`src/rtl/valve_monitor_pkg.sv`:
```
`default_nettype none
package valve_monitor_pkg;

  // positions and commands in 0.01 percent of stroke, signed
  typedef logic signed [15:0] pos_t;
  typedef logic [15:0]        press_t;   // 0.1 psig units

  localparam pos_t   FULL_SCALE       = 16'sd10000;
  localparam pos_t   ZERO_SCALE       = 16'sd0;
  localparam pos_t   HYSTERESIS       = 16'sd100;     // 1 percent
  localparam pos_t   ALERT_LO_RESET   = -16'sd1000;   // -10 percent
  localparam pos_t   ALERT_HI_RESET   = 16'sd11000;   // 110 percent
  localparam pos_t   DEADBAND_RESET   = 16'sd2000;    // 20 percent
  localparam press_t PRESS_MIN_OPER   = 16'd300;      // 30 psig
  localparam press_t PRESS_NEAR_BAND  = 16'd20;       // 2 psig warning margin

  localparam int unsigned CLK_PERIOD_NS = 20;
  localparam int unsigned MS_NS         = 1000000;
  localparam int unsigned MS_CYCLES     = MS_NS / CLK_PERIOD_NS;
  localparam int unsigned BLINK_STEP_MS = 250;
  localparam int unsigned BLINK_CYCLES  = BLINK_STEP_MS * MS_CYCLES;

  localparam int TRAVEL_W = 48;
  localparam int COUNT_W  = 32;

  typedef enum logic [1:0] {
    LED_OFF    = 2'b00,
    LED_GREEN  = 2'b01,
    LED_RED    = 2'b10,
    LED_YELLOW = 2'b11
  } led_color_t;

  // four colours, first shown in the top two bits
  localparam logic [7:0] CODE_PRESS_LOSS = {LED_RED, LED_YELLOW, LED_YELLOW, LED_GREEN};
  localparam logic [7:0] CODE_CYCLES     = {LED_GREEN, LED_RED, LED_GREEN, LED_GREEN};
  localparam logic [7:0] CODE_DEVIATION  = {LED_RED, LED_RED, LED_RED, LED_RED};
  localparam logic [7:0] CODE_SOFT_LIMIT = {LED_GREEN, LED_YELLOW, LED_GREEN, LED_YELLOW};
  localparam logic [7:0] CODE_POS_ALERT  = {LED_GREEN, LED_YELLOW, LED_GREEN, LED_GREEN};

  typedef struct packed {
    pos_t               low_shutoff_threshold;
    pos_t               high_shutoff_threshold;
    pos_t               lower_travel_clamp;
    pos_t               upper_travel_clamp;
    pos_t               alert_lo;
    pos_t               alert_hi;
    pos_t               travel_deadband;
    pos_t               cycle_deadband;
    logic [15:0]        stroke_len;        // 0.001 inch units
    logic [COUNT_W-1:0] cycle_limit;
    pos_t               dev_trip;
    logic [15:0]        dev_settle_ms;
    press_t             sensor_min;
    press_t             sensor_max;
  } config_t;

  typedef struct packed {
    press_t supply;
    press_t top;
    press_t bottom;
  } press_set_t;

  typedef struct packed {
    logic press_loss;
    logic top_sensor;
    logic bottom_sensor;
    logic cycle_limit;
    logic deviation;
    logic alert_lo;
    logic alert_hi;
    logic clamp_lo;
    logic clamp_hi;
  } alarm_t;

  function automatic logic [16:0] abs_diff(input pos_t a, input pos_t b);
    logic signed [16:0] d;
    d = {a[15], a} - {b[15], b};
    abs_diff = d[16] ? 17'(-d) : 17'(d);
  endfunction

endpackage
`default_nettype wire

```
`src/rtl/valve_position_monitor.sv`:
```
`default_nettype none
module valve_position_monitor #(
  parameter int unsigned MS_TICK_CYCLES = valve_monitor_pkg::MS_CYCLES,
  parameter int unsigned BLINK_STEP     = valve_monitor_pkg::BLINK_CYCLES
) (
  // clock and reset
  input  wire logic                                   clk_i,
  input  wire logic                                   reset_n_i,
  // host configuration
  input  wire valve_monitor_pkg::config_t             cfg_i,
  input  wire logic                                   cfg_defaults_i,
  input  wire logic                                   calib_active_i,
  // sensor pins
  input  wire valve_monitor_pkg::pos_t                command_i,
  input  wire valve_monitor_pkg::pos_t                position_i,
  input  wire valve_monitor_pkg::press_set_t          press_i,
  // spool drive
  output valve_monitor_pkg::pos_t                     spool_target_o,
  output logic                                        sat_closed_o,
  output logic                                        sat_open_o,
  output logic                                        tight_shutoff_o,
  // diagnostics
  output valve_monitor_pkg::alarm_t                   alarm_o,
  output logic [valve_monitor_pkg::TRAVEL_W-1:0]      travel_total_o,
  output logic [valve_monitor_pkg::COUNT_W-1:0]       cycle_count_o,
  output valve_monitor_pkg::led_color_t               led_color_o
);
  import valve_monitor_pkg::*;

  //////////////////////////////////////////////////////////////////////////
  // reset release and pin synchronisers
  logic       rst_meta_reg;
  logic       rst_n;
  pos_t       cmd_meta_reg, cmd_reg, pos_meta_reg, pos_reg;
  press_set_t press_meta_reg, press_reg;
  logic       calib_meta_reg, calib_reg;

  always_ff @(posedge clk_i or negedge reset_n_i) begin
    if (!reset_n_i) begin
      rst_meta_reg <= 1'b0;
      rst_n        <= 1'b0;
    end else begin
      rst_meta_reg <= 1'b1;
      rst_n        <= rst_meta_reg;
    end
  end

  // multi-bit samples: sensors change slowly against the 50 MHz clock
  always_ff @(posedge clk_i or negedge rst_n) begin
    if (!rst_n) begin
      cmd_meta_reg   <= 16'sh0;
      cmd_reg        <= 16'sh0;
      pos_meta_reg   <= 16'sh0;
      pos_reg        <= 16'sh0;
      press_meta_reg <= '0;
      press_reg      <= '0;
      calib_meta_reg <= 1'b0;
      calib_reg      <= 1'b0;
    end else begin
      cmd_meta_reg   <= command_i;
      cmd_reg        <= cmd_meta_reg;
      pos_meta_reg   <= position_i;
      pos_reg        <= pos_meta_reg;
      press_meta_reg <= press_i;
      press_reg      <= press_meta_reg;
      calib_meta_reg <= calib_active_i;
      calib_reg      <= calib_meta_reg;
    end
  end

  //////////////////////////////////////////////////////////////////////////
  // effective configuration; alert limits and travel dead band take defaults while cfg_defaults_i is high
  pos_t alert_lo, alert_hi, travel_band;
  always_comb begin
    alert_lo    = cfg_defaults_i ? ALERT_LO_RESET : cfg_i.alert_lo;
    alert_hi    = cfg_defaults_i ? ALERT_HI_RESET : cfg_i.alert_hi;
    travel_band = cfg_defaults_i ? DEADBAND_RESET : cfg_i.travel_deadband;
  end

  logic soft_stops_on, lo_cut_allowed, hi_cut_allowed;
  always_comb begin
    soft_stops_on  = (cfg_i.lower_travel_clamp > ZERO_SCALE) ||
                     (cfg_i.upper_travel_clamp < FULL_SCALE);
    lo_cut_allowed = !soft_stops_on && (cfg_i.lower_travel_clamp <= ZERO_SCALE);
    hi_cut_allowed = !soft_stops_on;
  end

  //////////////////////////////////////////////////////////////////////////
  // tight shutoff with hysteresis
  logic sat_lo_reg, sat_hi_reg;

  always_ff @(posedge clk_i or negedge rst_n) begin
    if (!rst_n) begin
      sat_lo_reg <= 1'b0;
    end else if (!lo_cut_allowed) begin
      sat_lo_reg <= 1'b0;
    end else if (!sat_lo_reg) begin
      sat_lo_reg <= (cmd_reg <= cfg_i.low_shutoff_threshold);
    end else begin
      sat_lo_reg <= (cmd_reg < 16'(cfg_i.low_shutoff_threshold + HYSTERESIS));
    end
  end

  always_ff @(posedge clk_i or negedge rst_n) begin
    if (!rst_n) begin
      sat_hi_reg <= 1'b0;
    end else if (!hi_cut_allowed) begin
      sat_hi_reg <= 1'b0;
    end else if (!sat_hi_reg) begin
      sat_hi_reg <= (cmd_reg >= cfg_i.high_shutoff_threshold);
    end else begin
      sat_hi_reg <= (cmd_reg > 16'(cfg_i.high_shutoff_threshold - HYSTERESIS));
    end
  end

  //////////////////////////////////////////////////////////////////////////
  // spool target: saturation first, then soft clamps
  logic clamp_lo, clamp_hi;
  always_comb begin
    clamp_lo = soft_stops_on && (cmd_reg < cfg_i.lower_travel_clamp);
    clamp_hi = soft_stops_on && (cmd_reg > cfg_i.upper_travel_clamp);
  end

  always_ff @(posedge clk_i or negedge rst_n) begin
    if (!rst_n) begin
      spool_target_o  <= 16'sh0;
      sat_closed_o    <= 1'b0;
      sat_open_o      <= 1'b0;
      tight_shutoff_o <= 1'b0;
    end else begin
      sat_closed_o    <= sat_lo_reg;
      sat_open_o      <= sat_hi_reg;
      tight_shutoff_o <= sat_lo_reg || sat_hi_reg;
      if (sat_lo_reg) begin
        spool_target_o <= ZERO_SCALE;
      end else if (sat_hi_reg) begin
        spool_target_o <= FULL_SCALE;
      end else if (clamp_lo) begin
        spool_target_o <= cfg_i.lower_travel_clamp;
      end else if (clamp_hi) begin
        spool_target_o <= cfg_i.upper_travel_clamp;
      end else begin
        spool_target_o <= cmd_reg;
      end
    end
  end

  //////////////////////////////////////////////////////////////////////////
  // pressure alarms
  logic press_loss_reg, top_alarm_reg, bot_alarm_reg, calib_prev_reg;

  always_ff @(posedge clk_i or negedge rst_n) begin
    if (!rst_n) begin
      press_loss_reg <= 1'b0;
    end else begin
      press_loss_reg <= (press_reg.supply < 16'(PRESS_MIN_OPER + PRESS_NEAR_BAND));
    end
  end

  // sensor alarms persist until the next calibration starts; a bad reading wins
  always_ff @(posedge clk_i or negedge rst_n) begin
    if (!rst_n) begin
      top_alarm_reg  <= 1'b0;
      bot_alarm_reg  <= 1'b0;
      calib_prev_reg <= 1'b0;
    end else begin
      calib_prev_reg <= calib_reg;
      if (calib_reg && ((press_reg.top < cfg_i.sensor_min) || (press_reg.top > cfg_i.sensor_max))) begin
        top_alarm_reg <= 1'b1;
      end else if (calib_reg && !calib_prev_reg) begin
        top_alarm_reg <= 1'b0;
      end
      if (calib_reg && ((press_reg.bottom < cfg_i.sensor_min) || (press_reg.bottom > cfg_i.sensor_max))) begin
        bot_alarm_reg <= 1'b1;
      end else if (calib_reg && !calib_prev_reg) begin
        bot_alarm_reg <= 1'b0;
      end
    end
  end

  //////////////////////////////////////////////////////////////////////////
  // travel accumulator
  logic                started_reg;
  logic [1:0]          warm_reg;
  pos_t                centre_reg;
  logic [TRAVEL_W-1:0] travel_reg;
  logic [16:0]         travel_dist;
  logic [32:0]         travel_step;
  logic [TRAVEL_W:0]   travel_sum;
  logic                out_of_band;

  always_comb begin
    travel_dist = abs_diff(pos_reg, centre_reg);
    travel_step = travel_dist * cfg_i.stroke_len;
    travel_sum  = {1'b0, travel_reg} + (TRAVEL_W + 1)'(travel_step);
    out_of_band = (travel_dist >= {1'b0, travel_band});
  end

  always_ff @(posedge clk_i or negedge rst_n) begin
    if (!rst_n) begin
      started_reg <= 1'b0;
      warm_reg    <= 2'h0;
      centre_reg  <= 16'sh0;
      travel_reg  <= '0;
    end else if (!started_reg) begin
      // wait for the position synchroniser to fill, else the centre is zero
      warm_reg <= warm_reg + 2'h1;
      if (warm_reg == 2'h2) begin
        started_reg <= 1'b1;
        centre_reg  <= pos_reg;
      end
    end else if (out_of_band) begin
      travel_reg <= travel_sum[TRAVEL_W] ? '1 : travel_sum[TRAVEL_W-1:0];
      centre_reg <= pos_reg;
    end
  end

  //////////////////////////////////////////////////////////////////////////
  // cycle counter
  pos_t               cyc_ref_reg;
  logic               dir_up_reg, dir_known_reg;
  logic [COUNT_W-1:0] cycles_reg;
  logic               cyc_moved, cyc_up;

  always_comb begin
    cyc_moved = abs_diff(pos_reg, cyc_ref_reg) > {1'b0, cfg_i.cycle_deadband};
    cyc_up    = pos_reg > cyc_ref_reg;
  end

  always_ff @(posedge clk_i or negedge rst_n) begin
    if (!rst_n) begin
      cyc_ref_reg   <= 16'sh0;
      dir_up_reg    <= 1'b0;
      dir_known_reg <= 1'b0;
      cycles_reg    <= '0;
    end else if (!started_reg) begin
      cyc_ref_reg <= pos_reg;
    end else if (cyc_moved) begin
      cyc_ref_reg   <= pos_reg;
      dir_up_reg    <= cyc_up;
      dir_known_reg <= 1'b1;
      if (dir_known_reg && (cyc_up != dir_up_reg) && (cycles_reg != '1)) begin
        cycles_reg <= cycles_reg + 1'b1;
      end
    end
  end

  //////////////////////////////////////////////////////////////////////////
  // position deviation timer
  logic [31:0] ms_cnt_reg;
  logic [15:0] dev_ms_reg;
  logic        dev_alarm_reg;
  logic        deviating;

  assign deviating = abs_diff(pos_reg, spool_target_o) > {1'b0, cfg_i.dev_trip};

  always_ff @(posedge clk_i or negedge rst_n) begin
    if (!rst_n) begin
      ms_cnt_reg    <= 32'h0;
      dev_ms_reg    <= 16'h0;
      dev_alarm_reg <= 1'b0;
    end else if (!deviating) begin
      ms_cnt_reg    <= 32'h0;
      dev_ms_reg    <= 16'h0;
      dev_alarm_reg <= 1'b0;
    end else begin
      if (dev_ms_reg >= cfg_i.dev_settle_ms) begin
        dev_alarm_reg <= 1'b1;
      end
      if (ms_cnt_reg == 32'(MS_TICK_CYCLES - 1)) begin
        ms_cnt_reg <= 32'h0;
        if (dev_ms_reg != 16'hffff) begin
          dev_ms_reg <= dev_ms_reg + 16'h1;
        end
      end else begin
        ms_cnt_reg <= ms_cnt_reg + 32'h1;
      end
    end
  end

  //////////////////////////////////////////////////////////////////////////
  // alarm outputs and blink code choice
  always_ff @(posedge clk_i or negedge rst_n) begin
    if (!rst_n) begin
      alarm_o        <= '0;
      travel_total_o <= '0;
      cycle_count_o  <= '0;
    end else begin
      alarm_o.press_loss    <= press_loss_reg;
      alarm_o.top_sensor    <= top_alarm_reg;
      alarm_o.bottom_sensor <= bot_alarm_reg;
      alarm_o.cycle_limit   <= cycles_reg > cfg_i.cycle_limit;
      alarm_o.deviation     <= dev_alarm_reg;
      alarm_o.alert_lo      <= pos_reg < alert_lo;
      alarm_o.alert_hi      <= pos_reg > alert_hi;
      alarm_o.clamp_lo      <= clamp_lo && !sat_lo_reg && !sat_hi_reg;
      alarm_o.clamp_hi      <= clamp_hi && !sat_lo_reg && !sat_hi_reg;
      travel_total_o        <= travel_reg;
      cycle_count_o         <= cycles_reg;
    end
  end

  // most severe condition owns the lamp
  logic       code_valid;
  logic [7:0] code_sel;
  always_comb begin
    code_valid = 1'b1;
    if (alarm_o.deviation) begin
      code_sel = CODE_DEVIATION;
    end else if (alarm_o.press_loss) begin
      code_sel = CODE_PRESS_LOSS;
    end else if (alarm_o.cycle_limit) begin
      code_sel = CODE_CYCLES;
    end else if (alarm_o.clamp_lo || alarm_o.clamp_hi) begin
      code_sel = CODE_SOFT_LIMIT;
    end else if (alarm_o.alert_lo || alarm_o.alert_hi) begin
      code_sel = CODE_POS_ALERT;
    end else begin
      code_sel   = 8'h00;
      code_valid = 1'b0;
    end
  end

  led_sequencer #(
    .STEP_CYCLES (BLINK_STEP)
  ) u_led (
    .clk_i        (clk_i),
    .rst_n_i      (rst_n),
    .code_valid_i (code_valid),
    .code_i       (code_sel),
    .led_color_o  (led_color_o)
  );

  //////////////////////////////////////////////////////////////////////////
  // checks
  chk_low_cut_hold: assert property (@(posedge clk_i) disable iff (!rst_n)
    sat_lo_reg && lo_cut_allowed && (cmd_reg < 16'(cfg_i.low_shutoff_threshold + HYSTERESIS)) |=> sat_lo_reg)
    else $error("low saturation released below threshold plus hysteresis");

  chk_low_cut_set: assert property (@(posedge clk_i) disable iff (!rst_n)
    lo_cut_allowed && (cmd_reg <= cfg_i.low_shutoff_threshold) |=> sat_lo_reg ##1 sat_closed_o)
    else $error("low cutoff did not saturate closed");

  chk_soft_stop_off: assert property (@(posedge clk_i) disable iff (!rst_n)
    soft_stops_on |=> !sat_lo_reg && !sat_hi_reg)
    else $error("cutoff active while soft stops set");

  chk_clamp_hold: assert property (@(posedge clk_i) disable iff (!rst_n)
    clamp_lo && !sat_lo_reg && !sat_hi_reg |=> spool_target_o == $past(cfg_i.lower_travel_clamp))
    else $error("stem target not held at lower clamp");

  chk_band_idle: assert property (@(posedge clk_i) disable iff (!rst_n)
    started_reg && !out_of_band |=> $stable(travel_reg))
    else $error("accumulator moved inside dead band");

  chk_band_recentre: assert property (@(posedge clk_i) disable iff (!rst_n)
    started_reg && out_of_band |=> centre_reg == $past(pos_reg))
    else $error("dead band not recentred after accumulation");

  chk_cycle_step: assert property (@(posedge clk_i) disable iff (!rst_n)
    cycles_reg != $past(cycles_reg) |-> $past(cyc_moved) && $past(dir_known_reg) && ($past(cyc_up) != $past(dir_up_reg)))
    else $error("cycle counted without band and reversal");

  chk_no_wrap: assert property (@(posedge clk_i) disable iff (!rst_n)
    (travel_reg == '1) |=> (travel_reg == '1))
    else $error("travel accumulator wrapped");

  chk_press_loss: assert property (@(posedge clk_i) disable iff (!rst_n)
    (press_reg.supply < 16'(PRESS_MIN_OPER + PRESS_NEAR_BAND)) |=> ##1 alarm_o.press_loss)
    else $error("low supply did not raise loss alarm");

endmodule // valve_position_monitor
`default_nettype wire

```
`src/rtl/led_sequencer.sv`:
```
`default_nettype none
module led_sequencer #(
  parameter int unsigned STEP_CYCLES = 12500000
) (
  input  wire logic                           clk_i,
  input  wire logic                           rst_n_i,
  // code request
  input  wire logic                           code_valid_i,
  input  wire logic [7:0]                     code_i,
  // lamp
  output var valve_monitor_pkg::led_color_t   led_color_o
);
  import valve_monitor_pkg::*;

  logic [31:0] step_cnt_reg;
  logic [2:0]  slot_reg;      // 0..3 colours, 4 dark gap
  logic [7:0]  code_reg;
  logic        run_reg;

  //////////////////////////////////////////////////////////////////////////
  // a code is latched for a whole sequence so colours never mix mid-blink
  always_ff @(posedge clk_i or negedge rst_n_i) begin
    if (!rst_n_i) begin
      step_cnt_reg <= 32'h0;
      slot_reg     <= 3'h0;
      code_reg     <= 8'h0;
      run_reg      <= 1'b0;
    end else if (!run_reg) begin
      if (code_valid_i) begin
        run_reg      <= 1'b1;
        code_reg     <= code_i;
        slot_reg     <= 3'h0;
        step_cnt_reg <= 32'h0;
      end
    end else if (step_cnt_reg == 32'(STEP_CYCLES - 1)) begin
      step_cnt_reg <= 32'h0;
      if (slot_reg == 3'h4) begin
        run_reg  <= 1'b0;
        slot_reg <= 3'h0;
      end else begin
        slot_reg <= slot_reg + 3'h1;
      end
    end else begin
      step_cnt_reg <= step_cnt_reg + 32'h1;
    end
  end

  always_ff @(posedge clk_i or negedge rst_n_i) begin
    if (!rst_n_i) begin
      led_color_o <= LED_OFF;
    end else if (!run_reg || slot_reg == 3'h4) begin
      led_color_o <= LED_OFF;
    end else begin
      case (slot_reg)
        3'h0:    led_color_o <= led_color_t'(code_reg[7:6]);
        3'h1:    led_color_o <= led_color_t'(code_reg[5:4]);
        3'h2:    led_color_o <= led_color_t'(code_reg[3:2]);
        default: led_color_o <= led_color_t'(code_reg[1:0]);
      endcase
    end
  end

endmodule // led_sequencer
`default_nettype wire

```
`config.mk`:
```
export PLATFORM = sky130hd
export DESIGN_NAME = valve_position_monitor
export DESIGN_NICKNAME = d
export VERILOG_FILES = /design/src/rtl/valve_monitor_pkg.sv /design/src/rtl/valve_position_monitor.sv /design/src/rtl/led_sequencer.sv
export SDC_FILE = /design/constraint.sdc
export NUM_CORES = 2
export LEC_CHECK = 0
export ABC_AREA = 1
export BUFFER_PORTS_ARGS = -buffer_cell sky130_fd_sc_hd__buf_4
export CAP_MARGIN = 40
export CORE_UTILIZATION = 25
export DETAILED_ROUTE_END_ITERATION = 16
export REMOVE_ABC_BUFFERS = 1
export SYNTH_ARGS = -nofsm -noshare
export SYNTH_HDL_FRONTEND = slang
export SYNTH_SLANG_ARGS = --single-unit
```
`constraint.sdc`:
```
create_clock -name clk_i -period 16.8 [get_ports clk_i]
set_clock_uncertainty 0.2 [all_clocks]
set_input_delay 2.52 -clock clk_i [delete_from_list [all_inputs] [get_ports clk_i]]
set_output_delay 2.52 -clock clk_i [all_outputs]
set_load 0.05 [all_outputs]
```
Yosys cells after proc, flatten, opt, wreduce, memory -nomap -nowiden
Cells that the tools add are included.
{ "classes": {"add_sub_neg": 15, "n_mul": 1, "order_cmp": 22, "n_eq_ne": 15, "muxes": 55, "bitwise": 1, "reduce_logical": 36} }
{ "ops": {"columns": ["op", "count"], "rows": [
  ["16-bit two-way mux", 15],
  ["32-bit two-way mux", 5],
  ["32-bit by 1-bit adder with 32-bit output, second input constant", 3],
  ["16-bit > comparator", 6],
  ["16-bit less-than comparator", 5],
  ["17-bit two-way mux", 3],
  ["17-bit negator", 3],
  ["16-bit by 16-bit subtractor with 17-bit output", 3],
  ["48-bit by 33-bit adder with 49-bit output", 1],
  ["48-bit two-way mux", 1],
  ["17-bit by 16-bit > comparator with 1-bit output", 2],
  ["17-bit by 16-bit multiplier with 33-bit output", 1],
  ["32-bit by 16-bit == test with 1-bit output, second input constant", 1],
  ["32-bit by 24-bit == test with 1-bit output, second input constant", 1],
  ["16-bit >= comparator", 2],
  ["32-bit > comparator", 1],
  ["32-bit inequality test, second input constant", 1],
  ["7-bit two-way mux", 3],
  ["1-bit two-way mux", 20],
  ["17-bit by 16-bit >= comparator with 1-bit output", 1],
  ["16-bit by 1-bit adder with 16-bit output, second input constant", 1],
  ["16-bit by 8-bit adder with 16-bit output, second input constant", 1],
  ["16-bit by 1-bit > comparator with 1-bit output, second input constant", 1],
  ["16-bit by 1-bit <= comparator with 1-bit output, second input constant", 1],
  ["26 further kinds", 63]
]} }
{ "totals": {"register_bits": 490, "inputBits": 324, "output_inout_bits": 110, "wordCells": 196} }

Longest topological paths before layout
{ "depth": {"depth_word": 8, "mapped_depth": 46, "depth_no_buf": 45} }

By module
Synthesis repeated with hierarchy kept, for this count alone.
{ "unflattened": {"hier_cells": 5351, "area_unflattened_um2": 41399.7} }
{ "by_module_without_submodules": {"columns": ["mod", "instances", "cells_per_inst", "area_per_inst_um2", "seq_area_each_um2"], "rows": [
  ["valve_position_monitor", 1, 4922, 38494.4, 10810.4],
  ["led_sequencer", 1, 429, 2905.3, 1151.1]
]} }

Least setup slack after synthesis
OpenSTA, ideal clock, no wires.
{ "synth_path": {"path_kind": "input-to-reg", "startpoint": "in cfg_i[105] (netlist bit)", "endpoint": "reg travel_reg[0]", "setup_time_ns": 0.074, "t_arrival_ns": 7.954, "required_ns": 16.526, "slack_ns": 8.572, "stages": 24, "path_buffers": 3, "path_cell_list": "clkbuf_1 clkbuf_1 nand2_1 fa_1 inv_1 fa_1 fa_1 fa_1 fa_1 inv_1 fa_1 inv_1 ha_1 nand2_1 nor2_1 inv_1 nor2_1 inv_1 nor4_1 a21oi_1 inv_1 clkbuf_1 nor2_1 o21ai_2"} }
{ "synth_between": {"elab_chain_len": 3} }
{ "synth_lines": {"columns": ["element", "line", "source"], "rows": [
  ["start: declaration", "valve_position_monitor.sv:10", "input wire valve_monitor_pkg::config_t cfg_i,"],
  ["17-bit by 16-bit multiplier with 33-bit output", "valve_position_monitor.sv:194", "travel_step = travel_dist * cfg_i.stroke_len;"],
  ["48-bit by 33-bit adder with 49-bit output", "valve_position_monitor.sv:195", "travel_sum = {1'b0, travel_reg} + (TRAVEL_W + 1)'(travel_step);"],
  ["48-bit two-way mux", "valve_position_monitor.sv:213", "travel_reg <= travel_sum[TRAVEL_W] ? '1 : travel_sum[TRAVEL_W-1:0];"],
  ["end signal: assignment", "valve_position_monitor.sv:213", null],
  ["end: declaration", "valve_position_monitor.sv:186", "logic [TRAVEL_W-1:0] travel_reg;"]
]} }
No other way between the ends.
A chain may end at the register's enable or synchronous reset.

Final worst setup path
{ "layout_path": {"startpoint": "reg pos_reg[0]", "endpoint": "reg travel_reg[14]"} }
{ "layout_between": {"elab_chain_len": 6, "elab_cells_between_ends": 8, "cone_classes": "add/sub: 3; mul: 1; order compare: 1; mux: 2; reduce/logical: 1"} }
{ "layout_lines": {"columns": ["element", "line", "source"], "rows": [
  ["start: declaration", "valve_position_monitor.sv:34", "pos_t cmd_meta_reg, cmd_reg, pos_meta_reg, pos_reg;"],
  ["start signal: assignment", "valve_position_monitor.sv:63", "pos_reg <= pos_meta_reg;"],
  ["16-bit by 16-bit subtractor with 17-bit output *", "valve_monitor_pkg.sv:77", "d = {a[15], a} - {b[15], b};"],
  ["17-bit negator", "valve_monitor_pkg.sv:78", "abs_diff = d[16] ? 17'(-d) : 17'(d);"],
  ["17-bit two-way mux *", "valve_monitor_pkg.sv:78", null],
  ["17-bit by 16-bit multiplier with 33-bit output", "valve_position_monitor.sv:194", null],
  ["48-bit by 33-bit adder with 49-bit output", "valve_position_monitor.sv:195", null],
  ["48-bit two-way mux", "valve_position_monitor.sv:213", null]
]} }
Every way passes the cells marked *; elsewhere a longest branch is shown, timed or not.

==> run metrics <==
Yosys warning count=0; met2 Usage GRT=26.3%; HPWL after detailed placement=106 mm; utilization after layout=30.3%; chip width=409 um; Root Driver=clkbuf_16; vias in the first global route=36760; Slew headroom=42.4%; RSZ-0062 raised after global routing=false; IO Pins=434; Synth area leader=dfrtp_1; Die Area=167000 sq um; total number of H-tree levels=2; met1 GRT Util=19.9%; cts repair resizes=0; post-synth top area share=28.8%; Netlist cell types=68; Hold Fails Final Rpt=0; FFs w/ async S/R, synth=100%; clock tree sinks=476; crit path from=pos_reg[0]$_DFF_PN0_; P&R area growth vs syn=19.6%; cts bufs inserted=61; pin count of the biggest net entering global routing=147; initial DRC count=2136; CP Launch Type=flip-flop; most frequent cell on the critical path=nand2_1; Slowest Stage Delay on Critical Path=550 ps; number of flops mapped to enable cells by yosys=0; register area share after synthesis=28.8%; total number of vias=36232; initial antenna violation count=14; hold crit path type=reg2reg; status=complete, no violations; Tmin final=10050 ps; worst reg2reg startpoint=pos_reg[0]$_DFF_PN0_; met3 Usage GRT=2.21%; RePlAce Congestion=0.921; Routed WL=130 mm; clk_lat worst skew=700 ps; slowest CP cell=fa_1; Tot GR Track Use=15.5%; WP data arrival=10440 ps; top cells by area, synth=dfrtp_1, ha_1, fa_1; Pins Over Slew Limit=0; core area=163000 sq um; aggregate global routing overflow=0; DRT Pass-1 Iters=6; Max-cap violations=0; post-cts hold buffer count=0; DRC violations left=0; GRT Max-Usage Layer=met2; area of the mapped netlist=41300 sq um; WS Path Type=reg2reg; final cycle utilization of the critical path=59.8%; number of port buffers=427; CTS tree=built; proportion of layout cells with a drive suffix above 1=11.7%; Initial Util=25.3%; post-synthesis cell count=5323; Post-CTS Setup Inserts=0; Hold Path Origin=cmd_meta_reg[2]$_DFF_PN0_; critical path required time=17180 ps; routed vias/inst=4.54; Row Count=148; Yosys reg bits=476; worst-path fanout max=30; Setup crit end kind=flip-flop; worst slew pin tran=864 ps; CTS max path bufs=3; Nets=6775; Syn Area/Cell=7.76 sq um; drt wl/cell=16.3 um; Fmax=99.5 MHz; Final setup viols=0; Die Y=409 um; Synth Flop Type=dfrtp_1; post-route ant nets=0; total negative slack=0 ps; first-pass GRT wire length=205 mm; Worst-path clk slew=70 ps
==> critical path: cells and delay by family (launching register included) <==
kind	cells	cell delay, ps
flops	1	420
fa+ha+maj	9	3980
buf+inv	9	2030
compound gates	3	680
simple gates	18	2590
==> Yosys cell counts, types with 5 or more instances <==
master,instances
a21oi_1,288
a31oi_1,11
o21ai_0,171
or2_2,7
and2_1,7
clkinv_1,8
a21boi_0,8
o211ai_1,9
buf_2,22
o21ai_1,55
o21bai_1,16
nor2_1,514
o22ai_1,14
a21o_1,6
nor4_1,32
nand3b_1,21
nand2_2,29
fa_1,244
buf_4,10
nand3_1,213
nor2_2,10
ha_1,454
nand2_1,1161
dfrtp_1,476
clkbuf_1,53
a21oi_2,13
inv_1,990
nor3b_1,5
xnor2_1,32
nor3_1,97
inv_2,10
a211oi_1,6
o21a_1,8
xor2_1,115
nand3_2,8
buf_6,10
nand4_1,131
o31ai_1,8
o21ai_2,6
==> layout by cell type, fill, tap and decap left out, types with 16 or more instances in the layout <==
cell          n
inv_1       988
xnor2_1      32
nand3_1     213
o21bai_1     16
nor4_1       32
buf_4       455
nand4_1     131
ha_1        454
dfrtp_1     474
o21ai_1      55
nor2_1      514
nand2_1    1161
xor2_1      115
o21ai_0     171
nand2_2      29
nor3_1       97
nand3b_1     21
a21oi_1     288
clkbuf_16    62
fa_1        244
==> logic make-up (layout without fill, tap and decap cells) <==
logic type | count (synthesis) | after routing | share of synthesized area, %
AO/OA/AOI/OAI | 639 | 639 | 8.57
adder cells (fa/ha/maj) | 698 | 698 | 25.6
flip-flops | 476 | 476 | 28.8
buffers and inverters | 1106 | 1586 | 10.4
XOR/XNOR | 150 | 150 | 3.23
AND/OR/NAND/NOR | 2252 | 2252 | 23.4
multiplexers | 1 | 1 | 0.0242
other | 1 | 11 | 0.00908
==> metal layers <==
layer | share of wire, % | wire [um] | vias to the layer above
met5 | 0.042 | 54 | -
met4 | 3.8 | 4990 | 8
met3 | 5.0 | 6450 | 213
met2 | 47 | 61700 | 869
met1 | 44 | 56900 | 17364
li1 | - | - | 17778
==> stage by stage <==
step                cell area (sq um)  hold WS, ps  instances  setup WS (ps)
CTS                             49400          140       7978           6800
global route                    49400          151       7987           6200
finish                          49400          141       7988           6750
detailed placement              47100          135       7865           6890
global placement                47000          132       7855           6770
floorplan                       40800          131       5225           2350
==> cell type report <==
class / instances / area, sq um
clock buffers: 70 / 1610
repair buffers: 465 / 3610
fillers: 17561 / 114000
clock inverters: 43 / 644
well taps: 2175 / 2720
diodes: 10 / 25.0
inverters: 1008 / 3780
flip-flops and latches: 476 / 11900
multi-input cells: 3741 / 25100
==> final timing paths <==
path / to / slack [ps] / cells after the start
setup / recovery: travel_reg[14]$_DFFE_PN0P_ / 6750 / 39
setup reg to reg: travel_reg[14]$_DFFE_PN0P_ / 6750 / 39
min in group asynchronous: cycles_reg[2]$_DFFE_PN0P_ / 180 / 0
max in group asynchronous: press_meta_reg[4]$_DFF_PN0_ / 14360 / 3
hold / removal: cmd_reg[2]$_DFF_PN0_ / 140 / 0
hold reg to reg: cmd_reg[2]$_DFF_PN0_ / 140 / 0
Power is left out: the tool's default activity adds up to more than one toggle a clock period on the data nets, which glitch-free logic cannot reach.
